===== src/include/irf_map.vh =====
// Constants for the infrared frame formatter: timing in base periods,
// frame layout and output packing.
// Assumes a single core clock whose period is given here in ns.
`ifndef IRF_MAP_VH
`define IRF_MAP_VH

// ------------------------------------------------------------
// Timing
// ------------------------------------------------------------
`define IRF_CLK_NS        25
`define IRF_BASE_T_NS     436000
`define IRF_UNIT_W        4
`define IRF_UNIT_SAT      4'hf
`define IRF_SYNC_LO       4'h7
`define IRF_SYNC_HI       4'h9
`define IRF_ON_LO         4'h1
`define IRF_ON_HI         4'h3
`define IRF_ZERO_LO       4'h1
`define IRF_ZERO_HI       4'h3
`define IRF_ONE_LO        4'h5
`define IRF_ONE_HI        4'h7
`define IRF_FRAME_T       240
`define IRF_FRAME_TOL     8
`define IRF_GAP_W         9

// ------------------------------------------------------------
// Complemented-code frame layout, first received bit at the top
// ------------------------------------------------------------
`define IRF_FRAME_BITS    22
`define IRF_LAST_BIT      5'h15
`define IRF_CUST_HI       21
`define IRF_CUST_LO       17
`define IRF_DATA_HI       16
`define IRF_DATA_LO       11
`define IRF_NCUST_HI      10
`define IRF_NCUST_LO      6
`define IRF_NDATA_HI      5
`define IRF_NDATA_LO      0

// ------------------------------------------------------------
// Toggle-protocol frame: start, toggle, 4 address, 7 command
// ------------------------------------------------------------
`define IRF_TGL_BITS      13
`define IRF_TGL_START     12
`define IRF_TGL_TOGGLE    11
`define IRF_TGL_ADR_HI    10
`define IRF_TGL_ADR_LO    7
`define IRF_TGL_CMD_HI    6
`define IRF_TGL_CMD_LO    0

// ------------------------------------------------------------
// Output packing
// ------------------------------------------------------------
`define IRF_BUF_W         24
`define IRF_BYTES_2       2'h2
`define IRF_BYTES_3       2'h3
`define IRF_START_BIT     1'h1
`define IRF_TOGGLE_BIT    1'h0
`define IRF_SYNC_MARK     1'h1
`define IRF_NO_ADDR5      5'h00
`define IRF_NO_ADDR4      4'h0

`endif


===== src/logic/irf_byte_shifter.v =====
// Byte shifter that drives formatted remote-control bytes onto the
// serial data line. Expects load and shift strobes from the serial bus
// logic on the same clock.
`timescale 1ns/10ps

module irf_byte_shifter (
  input  wire       i_core_clk, // Core clock
  input  wire       i_nrst,     // Async reset, active low
  input  wire       i_load,     // Load a new byte
  input  wire [7:0] i_byte,     // Byte to load
  input  wire       i_shift,    // Advance one bit
  output wire       o_bit       // Current serial bit
);

  reg [7:0] shift_reg;

  // ------------------------------------------------------------
  // Shift register, idle line reads as one
  // ------------------------------------------------------------
  always @(posedge i_core_clk or negedge i_nrst) begin
    if (!i_nrst) begin
      shift_reg <= 8'hff;
    end else if (i_load) begin
      shift_reg <= i_byte;
    end else if (i_shift) begin
      shift_reg <= {shift_reg[6:0], 1'h1};
    end
  end

  assign o_bit = shift_reg[7];

endmodule


===== src/logic/irf_frame_formatter.v =====
// Infrared remote frame formatter: decodes complemented-code frames from
// the photodiode input, accepts toggle-protocol frames, and packs bytes.
// Assumes the receiver input is asynchronous; bus logic gives strobes.
`timescale 1ns/10ps
`include "irf_map.vh"

module irf_frame_formatter #(
  parameter T_CYC = `IRF_BASE_T_NS / `IRF_CLK_NS // Cycles per base period
) (
  input  wire        i_core_clk,               // Core clock, 40 MHz
  input  wire        i_nrst,                   // Async reset, active low
  input  wire        i_infrared_receive_input, // Photodiode output, async
  input  wire        i_raw_format,             // 1 raw, 0 decoded
  input  wire        i_tgl_valid,              // Toggle-protocol frame strobe
  input  wire [12:0] i_tgl_bits,               // Toggle-protocol frame bits
  input  wire        i_byte_load,              // Next byte to shifter
  input  wire        i_bit_shift,              // Next serial bit
  output wire        o_serial_bit,             // Serial data bit
  output reg         o_data_avail,             // Bytes waiting
  output reg         o_key_held,               // Repeat frames seen
  output reg         o_frame_drop              // Frame discarded pulse
);

  localparam integer T_LAST_I = T_CYC - 1;
  localparam [14:0]  T_LAST   = T_LAST_I[14:0];

  localparam [2:0] ST_IDLE = 3'h0;
  localparam [2:0] ST_SON  = 3'h1;
  localparam [2:0] ST_SOFF = 3'h2;
  localparam [2:0] ST_BON  = 3'h3;
  localparam [2:0] ST_BOFF = 3'h4;

  localparam integer GAP_LO_I = `IRF_FRAME_T - `IRF_FRAME_TOL;
  localparam integer GAP_HI_I = `IRF_FRAME_T + `IRF_FRAME_TOL;
  localparam [`IRF_GAP_W-1:0] GAP_LO  = GAP_LO_I[`IRF_GAP_W-1:0];
  localparam [`IRF_GAP_W-1:0] GAP_HI  = GAP_HI_I[`IRF_GAP_W-1:0];
  localparam [`IRF_GAP_W-1:0] GAP_SAT = {`IRF_GAP_W{1'b1}};

  // ------------------------------------------------------------
  // Input synchroniser
  // ------------------------------------------------------------
  reg meta_reg;
  reg sync_reg;
  reg carrier_reg;

  always @(posedge i_core_clk or negedge i_nrst) begin
    if (!i_nrst) begin
      meta_reg    <= 1'h1;
      sync_reg    <= 1'h1;
      carrier_reg <= 1'h0;
    end else begin
      meta_reg    <= i_infrared_receive_input;
      sync_reg    <= meta_reg;
      carrier_reg <= ~sync_reg;
    end
  end

  wire carrier_on = ~sync_reg;
  wire rise       = carrier_on & ~carrier_reg;
  wire fall       = ~carrier_on & carrier_reg;
  wire edge_seen  = rise | fall;

  // ------------------------------------------------------------
  // Segment length in base periods
  // ------------------------------------------------------------
  reg  [14:0]             presc_reg;
  reg  [`IRF_UNIT_W-1:0]  units_reg;
  wire                    tick = (presc_reg == T_LAST);

  always @(posedge i_core_clk or negedge i_nrst) begin
    if (!i_nrst) begin
      presc_reg <= 15'h0000;
      units_reg <= {`IRF_UNIT_W{1'b0}};
    end else if (edge_seen) begin
      presc_reg <= 15'h0000;
      units_reg <= {`IRF_UNIT_W{1'b0}};
    end else if (tick) begin
      presc_reg <= 15'h0000;
      if (units_reg != `IRF_UNIT_SAT) begin
        units_reg <= units_reg + 1'b1;
      end
    end else begin
      presc_reg <= presc_reg + 1'b1;
    end
  end

  function in_rng;
    input [`IRF_UNIT_W-1:0] len;
    input [`IRF_UNIT_W-1:0] lo;
    input [`IRF_UNIT_W-1:0] hi;
    begin
      in_rng = (len >= lo) && (len <= hi);
    end
  endfunction

  wire sync_len = in_rng(units_reg, `IRF_SYNC_LO, `IRF_SYNC_HI);
  wire mark_len = in_rng(units_reg, `IRF_ON_LO, `IRF_ON_HI);
  wire zero_len = in_rng(units_reg, `IRF_ZERO_LO, `IRF_ZERO_HI);
  wire one_len  = in_rng(units_reg, `IRF_ONE_LO, `IRF_ONE_HI);

  // ------------------------------------------------------------
  // Frame receiver
  // ------------------------------------------------------------
  reg  [2:0]                  state_reg;
  reg  [2:0]                  state_next;
  reg  [`IRF_FRAME_BITS-1:0]  bits_reg;
  reg  [4:0]                  bitcnt_reg;
  reg                         done_reg;

  wire bit_ok   = rise & (zero_len | one_len);
  wire timeout  = (units_reg == `IRF_UNIT_SAT);

  always @* begin
    state_next = state_reg;
    case (state_reg)
      ST_IDLE: if (rise) state_next = ST_SON;
      ST_SON: begin
        if (fall) state_next = sync_len ? ST_SOFF : ST_IDLE;
      end
      ST_SOFF: begin
        if (rise) state_next = sync_len ? ST_BON : ST_IDLE;
      end
      ST_BON: begin
        if (fall) state_next = mark_len ? ST_BOFF : ST_IDLE;
      end
      ST_BOFF: begin
        if (rise) begin
          if (!bit_ok || bitcnt_reg == `IRF_LAST_BIT) state_next = ST_IDLE;
          else state_next = ST_BON;
        end
      end
      default: state_next = ST_IDLE;
    endcase
    if (timeout && state_reg != ST_IDLE) state_next = ST_IDLE;
  end

  always @(posedge i_core_clk or negedge i_nrst) begin
    if (!i_nrst) begin
      state_reg  <= ST_IDLE;
      bits_reg   <= {`IRF_FRAME_BITS{1'b0}};
      bitcnt_reg <= 5'h00;
      done_reg   <= 1'h0;
    end else begin
      state_reg <= state_next;
      done_reg  <= 1'h0;
      if (state_reg == ST_SOFF) begin
        bitcnt_reg <= 5'h00;
      end
      if (state_reg == ST_BOFF && bit_ok && !timeout) begin
        bits_reg   <= {bits_reg[`IRF_FRAME_BITS-2:0], one_len};
        bitcnt_reg <= bitcnt_reg + 1'b1;
        done_reg   <= (bitcnt_reg == `IRF_LAST_BIT);
      end
    end
  end

  // ------------------------------------------------------------
  // Field checks
  // ------------------------------------------------------------
  wire [4:0] cust   = bits_reg[`IRF_CUST_HI:`IRF_CUST_LO];
  wire [5:0] data   = bits_reg[`IRF_DATA_HI:`IRF_DATA_LO];
  wire       comp_ok = (bits_reg[`IRF_NCUST_HI:`IRF_NCUST_LO] == ~cust) &&
                       (bits_reg[`IRF_NDATA_HI:`IRF_NDATA_LO] == ~data);
  wire       cc_keep = comp_ok && (i_raw_format || cust == `IRF_NO_ADDR5);

  wire [3:0] t_adr = i_tgl_bits[`IRF_TGL_ADR_HI:`IRF_TGL_ADR_LO];
  wire [6:0] t_cmd = i_tgl_bits[`IRF_TGL_CMD_HI:`IRF_TGL_CMD_LO];
  wire       t_keep = i_raw_format || t_adr == `IRF_NO_ADDR4;

  // Padded ones fill the tail of every packed frame
  wire [`IRF_BUF_W-1:0] cc_raw = {`IRF_SYNC_MARK, bits_reg, 1'b1};
  wire [`IRF_BUF_W-1:0] cc_dec = {cust, `IRF_START_BIT, `IRF_TOGGLE_BIT,
                                  data, 11'h7ff};
  wire [`IRF_BUF_W-1:0] t_raw  = {i_tgl_bits, 11'h7ff};
  wire [`IRF_BUF_W-1:0] t_dec  = {t_adr, i_tgl_bits[`IRF_TGL_START],
                                  i_tgl_bits[`IRF_TGL_TOGGLE], t_cmd, 11'h7ff};

  // ------------------------------------------------------------
  // Output buffer; a kept frame replaces unread bytes
  // ------------------------------------------------------------
  reg [`IRF_BUF_W-1:0] buf_reg;
  reg [1:0]            left_reg;
  wire                 take = i_byte_load && left_reg != 2'h0;

  always @(posedge i_core_clk or negedge i_nrst) begin
    if (!i_nrst) begin
      buf_reg      <= {`IRF_BUF_W{1'b1}};
      left_reg     <= 2'h0;
      o_data_avail <= 1'h0;
      o_frame_drop <= 1'h0;
    end else begin
      o_frame_drop <= 1'h0;
      if (done_reg) begin
        if (cc_keep) begin
          buf_reg  <= i_raw_format ? cc_raw : cc_dec;
          left_reg <= i_raw_format ? `IRF_BYTES_3 : `IRF_BYTES_2;
        end else begin
          o_frame_drop <= 1'h1;
          if (take) begin
            buf_reg  <= {buf_reg[`IRF_BUF_W-9:0], 8'hff};
            left_reg <= left_reg - 1'b1;
          end
        end
      end else if (i_tgl_valid) begin
        if (t_keep) begin
          buf_reg  <= i_raw_format ? t_raw : t_dec;
          left_reg <= `IRF_BYTES_2;
        end else begin
          o_frame_drop <= 1'h1;
          if (take) begin
            buf_reg  <= {buf_reg[`IRF_BUF_W-9:0], 8'hff};
            left_reg <= left_reg - 1'b1;
          end
        end
      end else if (take) begin
        buf_reg  <= {buf_reg[`IRF_BUF_W-9:0], 8'hff};
        left_reg <= left_reg - 1'b1;
      end
      o_data_avail <= (left_reg != 2'h0);
    end
  end

  // ------------------------------------------------------------
  // Repeat tracking: complemented-code frames 232T to 248T apart mean the key is held
  // ------------------------------------------------------------
  reg  [14:0]           gpresc_reg;
  reg  [`IRF_GAP_W-1:0] gap_reg;
  wire                  gap_tick = (gpresc_reg == T_LAST);
  wire                  cc_good  = done_reg && comp_ok;

  // Free-running base period: the edge prescaler restarts on every edge and loses time
  always @(posedge i_core_clk or negedge i_nrst) begin
    if (!i_nrst) begin
      gpresc_reg <= 15'h0000;
    end else if (gap_tick) begin
      gpresc_reg <= 15'h0000;
    end else begin
      gpresc_reg <= gpresc_reg + 1'b1;
    end
  end

  always @(posedge i_core_clk or negedge i_nrst) begin
    if (!i_nrst) begin
      gap_reg    <= GAP_SAT;
      o_key_held <= 1'h0;
    end else if (cc_good) begin
      gap_reg    <= {`IRF_GAP_W{1'b0}};
      o_key_held <= (gap_reg >= GAP_LO) && (gap_reg <= GAP_HI);
    end else begin
      if (gap_tick && gap_reg != GAP_SAT) begin
        gap_reg <= gap_reg + 1'b1;
      end
      if (gap_reg > GAP_HI) begin
        o_key_held <= 1'h0;
      end
    end
  end

  // ------------------------------------------------------------
  // Serial output; host fetches after its 0x62 read command
  // ------------------------------------------------------------
  irf_byte_shifter u_shift (
    .i_core_clk (i_core_clk),
    .i_nrst     (i_nrst),
    .i_load     (take),
    .i_byte     (buf_reg[`IRF_BUF_W-1:`IRF_BUF_W-8]),
    .i_shift    (i_bit_shift),
    .o_bit      (o_serial_bit)
  );

endmodule


===== config.mk =====
export PLATFORM = sky130hd
export DESIGN_NAME = irf_frame_formatter
export DESIGN_NICKNAME = d
export VERILOG_FILES = /design/src/logic/irf_byte_shifter.v /design/src/logic/irf_frame_formatter.v
export VERILOG_INCLUDE_DIRS = /design/src /design/src/include
export SDC_FILE = /design/constraint.sdc
export NUM_CORES = 1
export LEC_CHECK = 0
export ABC_AREA = 1
export BUFFER_PORTS_ARGS = -buffer_cell sky130_fd_sc_hd__buf_2
export CELL_PAD_IN_SITES_DETAIL_PLACEMENT = 0
export CELL_PAD_IN_SITES_GLOBAL_PLACEMENT = 1
export CORE_AREA = 4 4 128 130
export CTS_CLUSTER_SIZE = 14
export DETAILED_ROUTE_END_ITERATION = 12
export DIE_AREA = 0 0 132 134
export PLACE_DENSITY_LB_ADDON = 0.05
export SYNTH_ARGS = -nofsm -noshare
export SYNTH_HDL_FRONTEND = slang
export SYNTH_SLANG_ARGS = --single-unit

===== constraint.sdc =====
create_clock -name i_core_clk -period 4.15 [get_ports i_core_clk]
set_input_delay 0.83 -clock i_core_clk [delete_from_list [all_inputs] [get_ports i_core_clk]]
set_output_delay 0.83 -clock i_core_clk [all_outputs]
set_load 0.02 [all_outputs]

# Word level (Yosys, flattened, before mapping)
# Index checks and enable logic that the tools add are counted.
# totals
regBits	114
out_inout_bits	4
# classes
n_addsub	6
magnitude_cmp	9
eq_ne	17
muxes	43
bitwise	9
n_reduce_logical	30
# op_table
operator	n
$mux 24	7
$mux 15	3
$add 15x1->15 const B	2
$eq 15x15->1 const B	2
$mux 3	7
$mux 9	2
$mux 2	8
$mux 8	2
$ne 3x3->1 const B	5
$pmux 3 s5	1
$reduce_bool 2->1	7
$logic_and 1x1->1	12
$mux 4	3
$mux 5	2
$add 9x1->9 const B	1
$ge 9x8->1 const B	1
$gt 9x8->1 const B	1
$le 9x8->1 const B	1
$ne 9x9->1 const B	1
$ge 4x3->1 const B	2
$mux 1	8
$eq 3x2->1 const B	2
$eq 6x6->1	1
$not 6->6	1
25 further kinds	32

# Depth between registers and ports, before layout
# Gate-level depths: netlist (run 1).
# depth
depth_word	10
mapped_depth	12

# By module
# From an unflattened synthesis (run 1), not the netlist that was laid out.
# unflattened
hier_cells	939
area_unflattened_um2	6745.2
# by_module_without_submodules
mod	instances	cells_each	area_per_inst_um2	seq_area_each_um2
irf_frame_formatter	1	896	6357.3	2696.3
irf_byte_shifter	1	43	387.9	210.2

# Least setup slack after synthesis (run 1)
# OpenSTA, ideal clock, no wires.
# synth_path
kind	register -> register
start	register gap_reg[0]
end	register gap_reg[3]
setup_ns	0.067
t_arrival_ns	1.761
t_required_ns	4.083
slack_ns	2.322
path_stages_with_launch	11
n_path_buf	0
synth_period_minus_slack_ns	1.828
path_cell_list	dfstp_2 > ha_1 > nand3_1 > nor4_1 > ha_1 > clkinv_1 > nand2_4 > nor2_1 > nand2_1 > nand2_1 > nor2_1
# synth_between
elab_chain_cells	3
# synth_lines
element	line_no	text
from (decl)	irf_frame_formatter.v:227	reg [`IRF_GAP_W-1:0] gap_reg;
from (signal assigned)	irf_frame_formatter.v:247	gap_reg <= {`IRF_GAP_W{1'b0}};
from (signal assigned)	irf_frame_formatter.v:251	gap_reg <= gap_reg + 1'b1;
$add 9x1->9 or $ne 9x9->1 (tied branches)	irf_frame_formatter.v:251, irf_frame_formatter.v:250	
$mux 9 or $logic_and 1x1->1 (tied branches)	irf_frame_formatter.v:250	if (gap_tick && gap_reg != GAP_SAT) begin
$mux 9 or $reduce_bool 2->1 (tied branches)	-	
# Several ways; a longest one is shown, not always the timed one. The select of a mux whose other input is x is not followed.
# A chain may end at the register's enable or synchronous reset.

# Worst setup path in the final report (run 1)
# layout_path
start	input i_raw_format
end	register left_reg[0]
# layout_between
elab_chain_cells	4
# layout_lines
element	line_no	text
from (decl)	irf_frame_formatter.v:13	input wire i_raw_format,
$logic_or 1x1->1 (no line)	-	
$mux 2 or $logic_and 1x1->1 (tied branches)	irf_frame_formatter.v:205, irf_frame_formatter.v:164	
$mux 2 (on tied branches)	irf_frame_formatter.v:204, irf_frame_formatter.v:194	
$mux 2 *	irf_frame_formatter.v:193	if (done_reg) begin
to (signal assigned)	irf_frame_formatter.v:196	left_reg <= i_raw_format ? `IRF_BYTES_3 : `IRF_BYTES_2;
to (signal assigned)	irf_frame_formatter.v:207	left_reg <= `IRF_BYTES_2;
to (signal assigned)	irf_frame_formatter.v:212	left_reg <= left_reg - 1'b1;
to (decl)	irf_frame_formatter.v:182	reg [1:0] left_reg;
# Every way passes the cells marked *; elsewhere a longest branch is shown, timed or not.

==> results of run 1 <==
-- power groups by stage --
stage	clock network, mW	logic [mW]	registers, mW
detailed placement	0	0.496	1.35
floorplan	0	0.365	1.34
CTS	1.49	0.499	1.34
finish	1.46	0.498	1.34
global placement	0	0.488	1.35
global route	1.55	0.585	1.35
-- routing by layer --
layer	track usage	vias up	routed length, µm
li1	-	3010	-
met2	0.308	110	7540
met1	0.263	2745	7910
met5	0	-	0
met4	0.0595	0	244
met3	0.0371	20	553
-- layout by cell type, fill, tap and decap left out, drive strengths merged --
| cell type | n |
|---|---|
| nand2 | 290 |
| inv | 128 |
| nor2 | 109 |
| o21ai | 94 |
| dfrtp | 71 |
| nand3 | 64 |
| dfstp | 43 |
| buf | 28 |
| clkbuf | 27 |
| nand4 | 21 |
| a21oi | 18 |
| ha | 13 |
| xor2 | 12 |
| nor3 | 11 |
| o211ai | 8 |
| o22ai | 6 |
| nor4 | 5 |
| o21a | 4 |
| clkinv | 4 |
| a31oi | 2 |
| xnor2 | 2 |
| bufinv | 2 |
| o21bai | 1 |
| mux2i | 1 |
| nand3b | 1 |
| o31ai | 1 |
-- worst paths after layout --
path	startpoint	end	slack, ns
max reg2reg	units_reg[0]$_DFFE_PN0P_	bitcnt_reg[3]$_DFFE_PN0P_	1.84
max	i_raw_format	left_reg[0]$_DFF_PN0_	1.81
min reg2reg	meta_reg$_DFF_PN1_	sync_reg$_DFF_PN1_	0.36
min	meta_reg$_DFF_PN1_	sync_reg$_DFF_PN1_	0.36
max in group asynchronous	i_nrst	sync_reg$_DFF_PN1_	2.90
min in group asynchronous	i_nrst	bits_reg[20]$_DFFE_PN0P_	0.41
-- critical path, delay by kind of cell --
family | cells | cell delay (ns)
buffers and inverters | 4 | 0.95
and+or+nand+nor | 4 | 0.83
-- final cells by class --
type                    instances  area, µm²
clock buffers                  27        513
clock inverters                 5       75.1
fillers                      1505       7500
inverters                     129        484
multi-input cells             663       3270
flip-flops and latches        114       2910
well taps                     188        235
repair buffers                 28        168
-- kinds of logic after synthesis --
logic type               Yosys count  share of synthesized area
AO/OA/AOI/OAI                    134                      0.108
XOR/XNOR                          14                     0.0181
adder cells (fa/ha/maj)           13                     0.0240
buffers and inverters            154                     0.0892
flip-flops                       114                      0.429
multiplexers                       1                    0.00148
AND/OR/NAND/NOR                  501                      0.330
-- metrics by stage --
stage	hold WS [ns]	instances	worst slack (ns)
3_3_place_gp	0.351	1122	1.44
2_1_floorplan	0.345	931	2.32
6_report	0.356	1154	1.81
3_5_place_dp	0.349	1122	1.39
5_1_grt	0.356	1154	1.56
4_1_cts	0.355	1154	1.81
==> summary.txt, run 1 <==
Run status
  • Outcome: finished, final reports clean

Synth
  • Mean Syn Cell Area: 7.28 µm²
  • Seq cells post-synth: 114
  • Cell count after synthesis: 931
  • Mapped cell area: 0.00678 mm²
  • Post-synthesis sequential area ratio: 0.429
  • Synth unique cells: 42
  • YS warnings: 0
  • Dominant cell type by area after synthesis: dfrtp_1
  • Synth area leaders: dfrtp_1 (26%), dfstp_2 (17%), nand2_1 (15%)
  • Top_reg_cell synth: dfrtp_1
  • Syn nets: 964
  • Ys async rst share: 1.00
  • Synth top area share: 0.262
  • Count leader, synth: nand2_1
  • Most instantiated cells after synthesis: nand2_1 (274), inv_1 (120), nor2_1 (100)
  • Post-synth EDFFs: 0

Global routing
  • Initial antenna violation count: 0
  • Vias in the first global route: 5453
  • First-pass GRT wire length: 27400 µm
  • Pin count of the biggest net entering global routing: 48
  • GRT Overall Usage: 0.192
  • Gr ovfl total: 0

Worst setup path
  • Startpoint types: primary input
  • Worst endpoint required time: 4.44 ns
  • Crit path DAT: 2.63 ns
  • Worst-path maximum fanout: 31
  • Setup Crit Path Kind: primary input to flip-flop
  • R2R cell count: 8
  • Crit-path cells: buf_2 -> inv_2 -> nand2_2 -> inv_1 -> nor2_2 -> inv_1 -> nand3_1 -> nand2_1
  • Crit end category: flip-flop
  • Top cell by count, worst path: inv_1
  • Largest stage delay on the critical path: 0.41 ns
  • CP max-delay cell: buf_2

Floorplan
  • # rows: 45
  • Die area: 0.0177 mm²
  • IO Count: 24
  • Starting Density: 0.447
  • Core box area: 0.0151 mm²
  • Die height: 134 µm
  • Die width: 132 µm

Timing
  • Fmax: 428 MHz
  • Hold Vio Cnt, Final: 0
  • RSZ-0062 raised after global routing: no
  • Slew margin rel.: 0.473
  • Final min period: 2.34 ns
  • Worst slew pin tran: 0.790 ns
  • Endpoints failing setup: 0
  • Setup_tns: 0 ns
  • Final Max Tran Viols: 0
  • Worst Clk Skew: 0.0132 ns
  • Final period util: 0.563

Placement
  • Routability cong.: 0.867
  • Area post-placement: 0.00706 mm²
  • IO buf count: 23
  • DP HPWL: 11600 µm

Detailed routing
  • Initial DRC count: 472
  • 1st-pass router iterations: 5
  • Via count: 5885
  • Number of remaining DRC errors: 0
  • DR WL/cell: 14.1 µm
  • Vias per inst: 5.10
  • ANT nets after route: 0
  • Total wire length: 16300 µm

Pwr
  • Clock power frac: 0.443
  • Sequential power share: 0.405
  • Sw Pwr: 0.891 mW
  • Switching Fraction: 0.270
  • Combinational Power Share: 0.151
  • Pint: 2.40 mW
  • Worst VDD drop: 0.278 mV
  • Leakage: 3.69 nW
  • Pwr dens: 431 mW/mm²
  • Pwr Total: 3.29 mW

Clock tree
  • Htree depth: 4
  • TritonCTS buffer count: 17
  • Post-CTS Setup Inserts: 0
  • Hold_buf cts: 0
  • Clk slew on worst S/H paths: 0.05 ns
  • Clk sinks: 114
  • CTS Buffer Depth: 2
  • Root buffer cell: clkbuf_16
  • Cts repair resizes: 0
  • Worst-Skew Late Latency: 0.42 ns
  • CTS tree: built

Finish
  • Final instance area: 0.00765 mm²
  • Util after Layout: 0.505
  • Share of post-route cells with drive strength above 1: 0.148
  • Final nets: 986
  • Diodes inserted: 0
  • Layout area overhead: 12.9%
  • Max reg flops: 24

Job
  • Max-capacitance violation count: 0

Min path
  • Hold Crit Depth: 0
  • Worst Hold Class: flip-flop to flip-flop
No activity file was read; power rests on OpenSTA's default activity.
==> run 2, diff against run 1 <==
- clock period: 4.15 -> 2.2 ns (I/O delays scaled with it)
==> summary.txt, run 2 (synthesized netlist as in run 1, its figures left out) <==
Clock tree
  • TritonCTS buffer count: 17
  • Root buffer cell: clkbuf_16
  • Htree depth: 4
  • Worst-Skew Late Latency: 0.41 ns
  • Hold_buf cts: 0
  • CTS Buffer Depth: 2
  • CTS tree: built
  • Clk sinks: 114
  • Clk slew on worst S/H paths: 0.05 ns

Worst setup path
  • CP max-delay cell: dfstp_2
  • Top cell by count, worst path: nor2_1
  • Startpoint types: flip-flop
  • Worst R2R Setup Slack: 0.21 ns
  • Largest stage delay on the critical path: 0.56 ns
  • Crit path DAT: 2.33 ns
  • Worst endpoint required time: 2.54 ns
  • Worst-path maximum fanout: 6
  • Crit-path cells: ha_1 -> nand3_1 -> nor4_1 -> ha_1 -> clkinvlp_4 -> buf_4 -> nand3_1 -> nor2_1 -> nor2_1 -> nor2_1
  • Setup Crit Path Kind: flip-flop to flip-flop
  • Crit end category: flip-flop

Floorplan
  • Die width: 132 µm
  • Die height: 134 µm
  • # rows: 45
  • Starting Density: 0.447
  • Core box area: 0.0151 mm²
  • Die area: 0.0177 mm²
  • IO Count: 24

Finish
  • Final nets: 999
  • Util after Layout: 0.512
  • Diodes inserted: 0
  • Share of post-route cells with drive strength above 1: 0.159
  • Layout area overhead: 14.4%
  • Most frequent cells in the layout: nand2_1 (274), inv_1 (120), nor2_1 (99)
  • Max reg flops: 24
  • Most common cell after layout, fill and taps aside: nand2_1

Timing
  • Fmax: 503 MHz
  • Worst slew pin tran: 0.712 ns
  • Final period util: 0.904
  • Worst Clk Skew: 0.0108 ns
  • Final Max Tran Viols: 0
  • Slew margin rel.: 0.525
  • Hold Vio Cnt, Final: 0
  • Final min period: 1.99 ns
  • Setup_tns: 0 ns
  • Endpoints failing setup: 0
  • RSZ-0062 raised after global routing: no

Pwr
  • Combinational Power Share: 0.159
  • Pint: 4.49 mW
  • Sequential power share: 0.409
  • Clock power frac: 0.433
  • Leakage: 3.75 nW
  • Worst VDD drop: 0.539 mV
  • Sw Pwr: 1.66 mW
  • Pwr Total: 6.14 mW
  • Switching Fraction: 0.269
  • Pwr dens: 793 mW/mm²

Global routing
  • Vias in the first global route: 5685
  • Initial antenna violation count: 0
  • GRT Overall Usage: 0.193
  • First-pass GRT wire length: 27700 µm
  • Pin count of the biggest net entering global routing: 37
  • Gr ovfl total: 0

Detailed routing
  • Initial DRC count: 387
  • DR WL/cell: 13.9 µm
  • Number of remaining DRC errors: 0
  • ANT nets after route: 0
  • Vias per inst: 5.08
  • 1st-pass router iterations: 5
  • Via count: 5914
  • Total wire length: 16200 µm

Placement
  • Routability cong.: 0.874
  • IO buf count: 23
  • DP HPWL: 11800 µm

Run status
  • Outcome: finished, final reports clean

Job
  • Max-capacitance violation count: 0

Min path
  • Worst Hold Class: primary input to asynchronous set/reset pin
[run 2: cell count changes in the layout (fill, tap and decap cells not counted), sizes merged]
cell,change
buf,+13
clkbuf,-2
clkinv,-2
clkinvlp,+2
[run 2: worst paths after layout]
check                                               from                        to  cells after the start
worst max register to register    gap_reg[0]$_DFFE_PN1P_    gap_reg[6]$_DFFE_PN1P_                     10
min in group i_core_clk         i_infrared_receive_input        meta_reg$_DFF_PN1_                      1
max in group asynchronous                         i_nrst  units_reg[1]$_DFFE_PN0P_                      2
worst min-delay path                              i_nrst  bits_reg[16]$_DFFE_PN0P_                      1
worst min register to register        meta_reg$_DFF_PN1_        sync_reg$_DFF_PN1_                      0
worst max-delay path              gap_reg[0]$_DFFE_PN1P_    gap_reg[6]$_DFFE_PN1P_                     10
[run 2: area by class of cell]
type                            count  area, µm²
Clock buffer                       25        485
Clock inverter                      5       77.6
Fill cell                        1449       7390
Inverter                          129        488
Multi-Input combinational cell    663       3270
Sequential cell                   114       2910
Tap cell                          188        235
Timing Repair Buffer               41        290
[run 2: per-layer routing]
metal / track usage / wire (µm) / vias up
met5: 0 / 0 / -
met4: 0.0706 / 250 / 0
met3: 0.0326 / 434 / 19
met2: 0.320 / 7850 / 91
met1: 0.254 / 7640 / 2758
li1: - / - / 3046
[run 2: what timing repair did]
| action | in CTS | in global routing |
|---|---|---|
| buffers inserted | 0 | 3 |
| endpoints found under the setup margin | 0 | 6 |
| gates resized for setup | 0 | 1 |
| endpoints found under the hold margin | 0 | 0 |
[run 2: metrics by stage]
stage | hold slack, ns | cell area (µm²) | instances | setup WS (ns)
2_1_floorplan | 0.144 | 6780 | 931 | 0.372
3_3_place_gp | 0.355 | 7160 | 1132 | 0.217
3_5_place_dp | 0.348 | 7160 | 1132 | 0.169
4_1_cts | 0.0162 | 7720 | 1162 | 0.157
5_1_grt | 0.0481 | 7750 | 1165 | 0.0150
6_report | 0.0239 | 7750 | 1165 | 0.211
[run 2: worst max-delay path: cells and delay by family, from the launching register on]
family,cells,cell delay [ns]
buffers and inverters,2,0.35
adder cells (fa/ha/maj),2,0.44
AND/OR/NAND/NOR,6,0.57
flip-flops,1,0.56
[run 2: power by group through the flow]
stage / Sequential [mW] / Clock (mW) / Combinational [mW]
after floorplan: 2.54 / 0 / 0.689
final: 2.51 / 2.66 / 0.975
after CTS: 2.51 / 2.74 / 0.988
after detailed placement: 2.55 / 0 / 0.981
after global routing: 2.54 / 2.83 / 1.14
after global placement: 2.54 / 0 / 0.964
==> run 3, diff against run 2 <==
- clock period: 2.2 -> 1.9 ns (I/O delays scaled with it)
==> summary.txt, run 3 (synthesized netlist as in run 1, its figures left out) <==
Run status
  • Outcome: finished, final reports clean

Global routing
  • First-pass GRT wire length: 28600 µm
  • Vias in the first global route: 5865
  • Initial antenna violation count: 0
  • Pin count of the biggest net entering global routing: 32
  • GRT Overall Usage: 0.199
  • Gr ovfl total: 0

Clock tree
  • Clk slew on worst S/H paths: 0.06 ns
  • CTS Buffer Depth: 2
  • Worst-Skew Late Latency: 0.42 ns
  • TritonCTS buffer count: 17
  • Htree depth: 4
  • Clk sinks: 114
  • Root buffer cell: clkbuf_16
  • CTS tree: built

Finish
  • Final nets: 1014
  • Diodes inserted: 0
  • Share of post-route cells with drive strength above 1: 0.190
  • Most frequent cells in the layout: nand2_1 (273), inv_1 (120), nor2_1 (96)
  • Max reg flops: 24
  • Most common cell after layout, fill and taps aside: nand2_1
  • Final Instance Count excl. Fillers: 1182
  • Layout area overhead: 18.4%
  • Util after Layout: 0.530
  • Final instance area: 0.00802 mm²

Pwr
  • Sequential power share: 0.399
  • Pwr dens: 908 mW/mm²
  • Worst VDD drop: 0.623 mV
  • Combinational Power Share: 0.160
  • Switching Fraction: 0.281
  • Clock power frac: 0.441
  • Sw Pwr: 2.05 mW
  • Leakage: 3.88 nW
  • Pint: 5.24 mW

Worst setup path
  • Worst-path maximum fanout: 5
  • Crit path DAT: 2.17 ns
  • Family with the most delay on the worst path: flip-flops
  • CP Buf/Inv Count: 3
  • Top cell by count, worst path: nand2_1
  • Setup Crit Path Kind: flip-flop to flip-flop
  • Worst endpoint required time: 2.26 ns
  • Crit end category: flip-flop
  • CP max-delay cell: dfstp_2
  • Startpoint types: flip-flop
  • Largest stage delay on the critical path: 0.57 ns
  • Crit-path cells: ha_4 -> nand3_4 -> nor4_4 -> ha_2 -> inv_4 -> buf_4 -> nand3_1 -> nand2_1 -> nand2_1 -> inv_1
  • Worst R2R Setup Slack: 0.09 ns

Floorplan
  • Die area: 0.0177 mm²
  • # rows: 45
  • Starting Density: 0.447
  • Die height: 134 µm
  • Core box area: 0.0151 mm²
  • Die width: 132 µm
  • IO Count: 24

Timing
  • Final min period: 1.81 ns
  • Slew margin rel.: 0.533
  • Final hold slack: 0.0531 ns
  • Final Max Tran Viols: 0
  • Fmax: 553 MHz
  • Worst slew pin tran: 0.699 ns
  • Hold Vio Cnt, Final: 0
  • Worst Slack Setup Final: 0.0926 ns
  • Worst Clk Skew: 0.00806 ns
  • Final period util: 0.951
  • Endpoints failing setup: 0

Detailed routing
  • Total wire length: 16500 µm
  • 1st-pass router iterations: 7
  • DR WL/cell: 13.9 µm
  • Number of remaining DRC errors: 0
  • Initial DRC count: 278
  • Vias per inst: 5.06
  • ANT nets after route: 0
  • Via count: 5982

Placement
  • Worst slack at placement: -0.00356 ns
  • Area post-placement: 0.00725 mm²
  • DP Cell Count: 1142
  • Routability cong.: 0.846
  • IO buf count: 23
  • DP HPWL: 12100 µm

Min path
  • Worst Hold Class: primary input to flip-flop

Job
  • Max-capacitance violation count: 0
run 3: cell count changes in the layout (fill, tap and decap cells not counted), sizes merged:
cell         before  now
buf              41   55
clkbuf           25   20
dlygate4sd3       0    1
clkinv            2    7
inv             128  130
run 3: final cells by class:
type / instances / area, µm²
clock buffers: 20 / 467
multi-input cells: 663 / 3370
inverters: 129 / 487
fillers: 1474 / 7120
well taps: 188 / 235
repair buffers: 56 / 425
flip-flops and latches: 114 / 2910
clock inverters: 12 / 130
run 3: power groups by stage:
stage | clock network (mW) | logic [mW] | registers (mW)
6_report | 3.21 | 1.17 | 2.91
2_1_floorplan | 0 | 0.798 | 2.94
3_3_place_gp | 0 | 1.12 | 2.94
5_1_grt | 3.41 | 1.37 | 2.94
3_5_place_dp | 0 | 1.15 | 2.94
4_1_cts | 3.28 | 1.16 | 2.91
run 3: worst paths after layout:
path                                           from                 endpoint  cells past startpoint
max                          gap_reg[1]$_DFFE_PN1P_   gap_reg[1]$_DFFE_PN1P_                     10
min                        i_infrared_receive_input       meta_reg$_DFF_PN1_                      1
max reg2reg                  gap_reg[1]$_DFFE_PN1P_   gap_reg[1]$_DFFE_PN1P_                     10
min reg2reg                      meta_reg$_DFF_PN1_       sync_reg$_DFF_PN1_                      0
max in group asynchronous                    i_nrst    buf_reg[18]$_DFF_PN1_                      3
min in group asynchronous                    i_nrst  bits_reg[9]$_DFFE_PN0P_                      2
run 3: timing repair:
item	4_1_cts	5_1_grt
buffers inserted	0	7
hold buffers	1	0
endpoints found under the setup margin	1	32
pin swaps	0	9
endpoints found under the hold margin	13	0
resized for setup	1	28
run 3: per-stage QoR:
step | TNS, ns | total power [mW]
floorplan | 0 | 3.73
detailed placement | -0.00356 | 4.10
global route | -0.0543 | 7.72
CTS | 0 | 7.34
global placement | 0 | 4.06
finish | 0 | 7.29
run 3: worst reg2reg max path: stages (launching register included):
cell     delay [ns]
dfstp_2        0.57
ha_4           0.16
nand3_4        0.08
nor4_4         0.27
ha_2           0.23
inv_4          0.06
buf_4          0.14
nand3_1        0.08
nand2_1        0.05
nand2_1        0.05
inv_1          0.04
run 3: layer usage:
| metal | vias to the layer above | track usage | part of all wire |
|---|---|---|---|
| li1 | 3075 | - | - |
| met1 | 2818 | 0.255 | 0.46 |
| met2 | 73 | 0.337 | 0.50 |
| met3 | 16 | 0.0458 | 0.028 |
| met4 | 0 | 0.0589 | 0.012 |
| met5 | - | 0 | 0 |
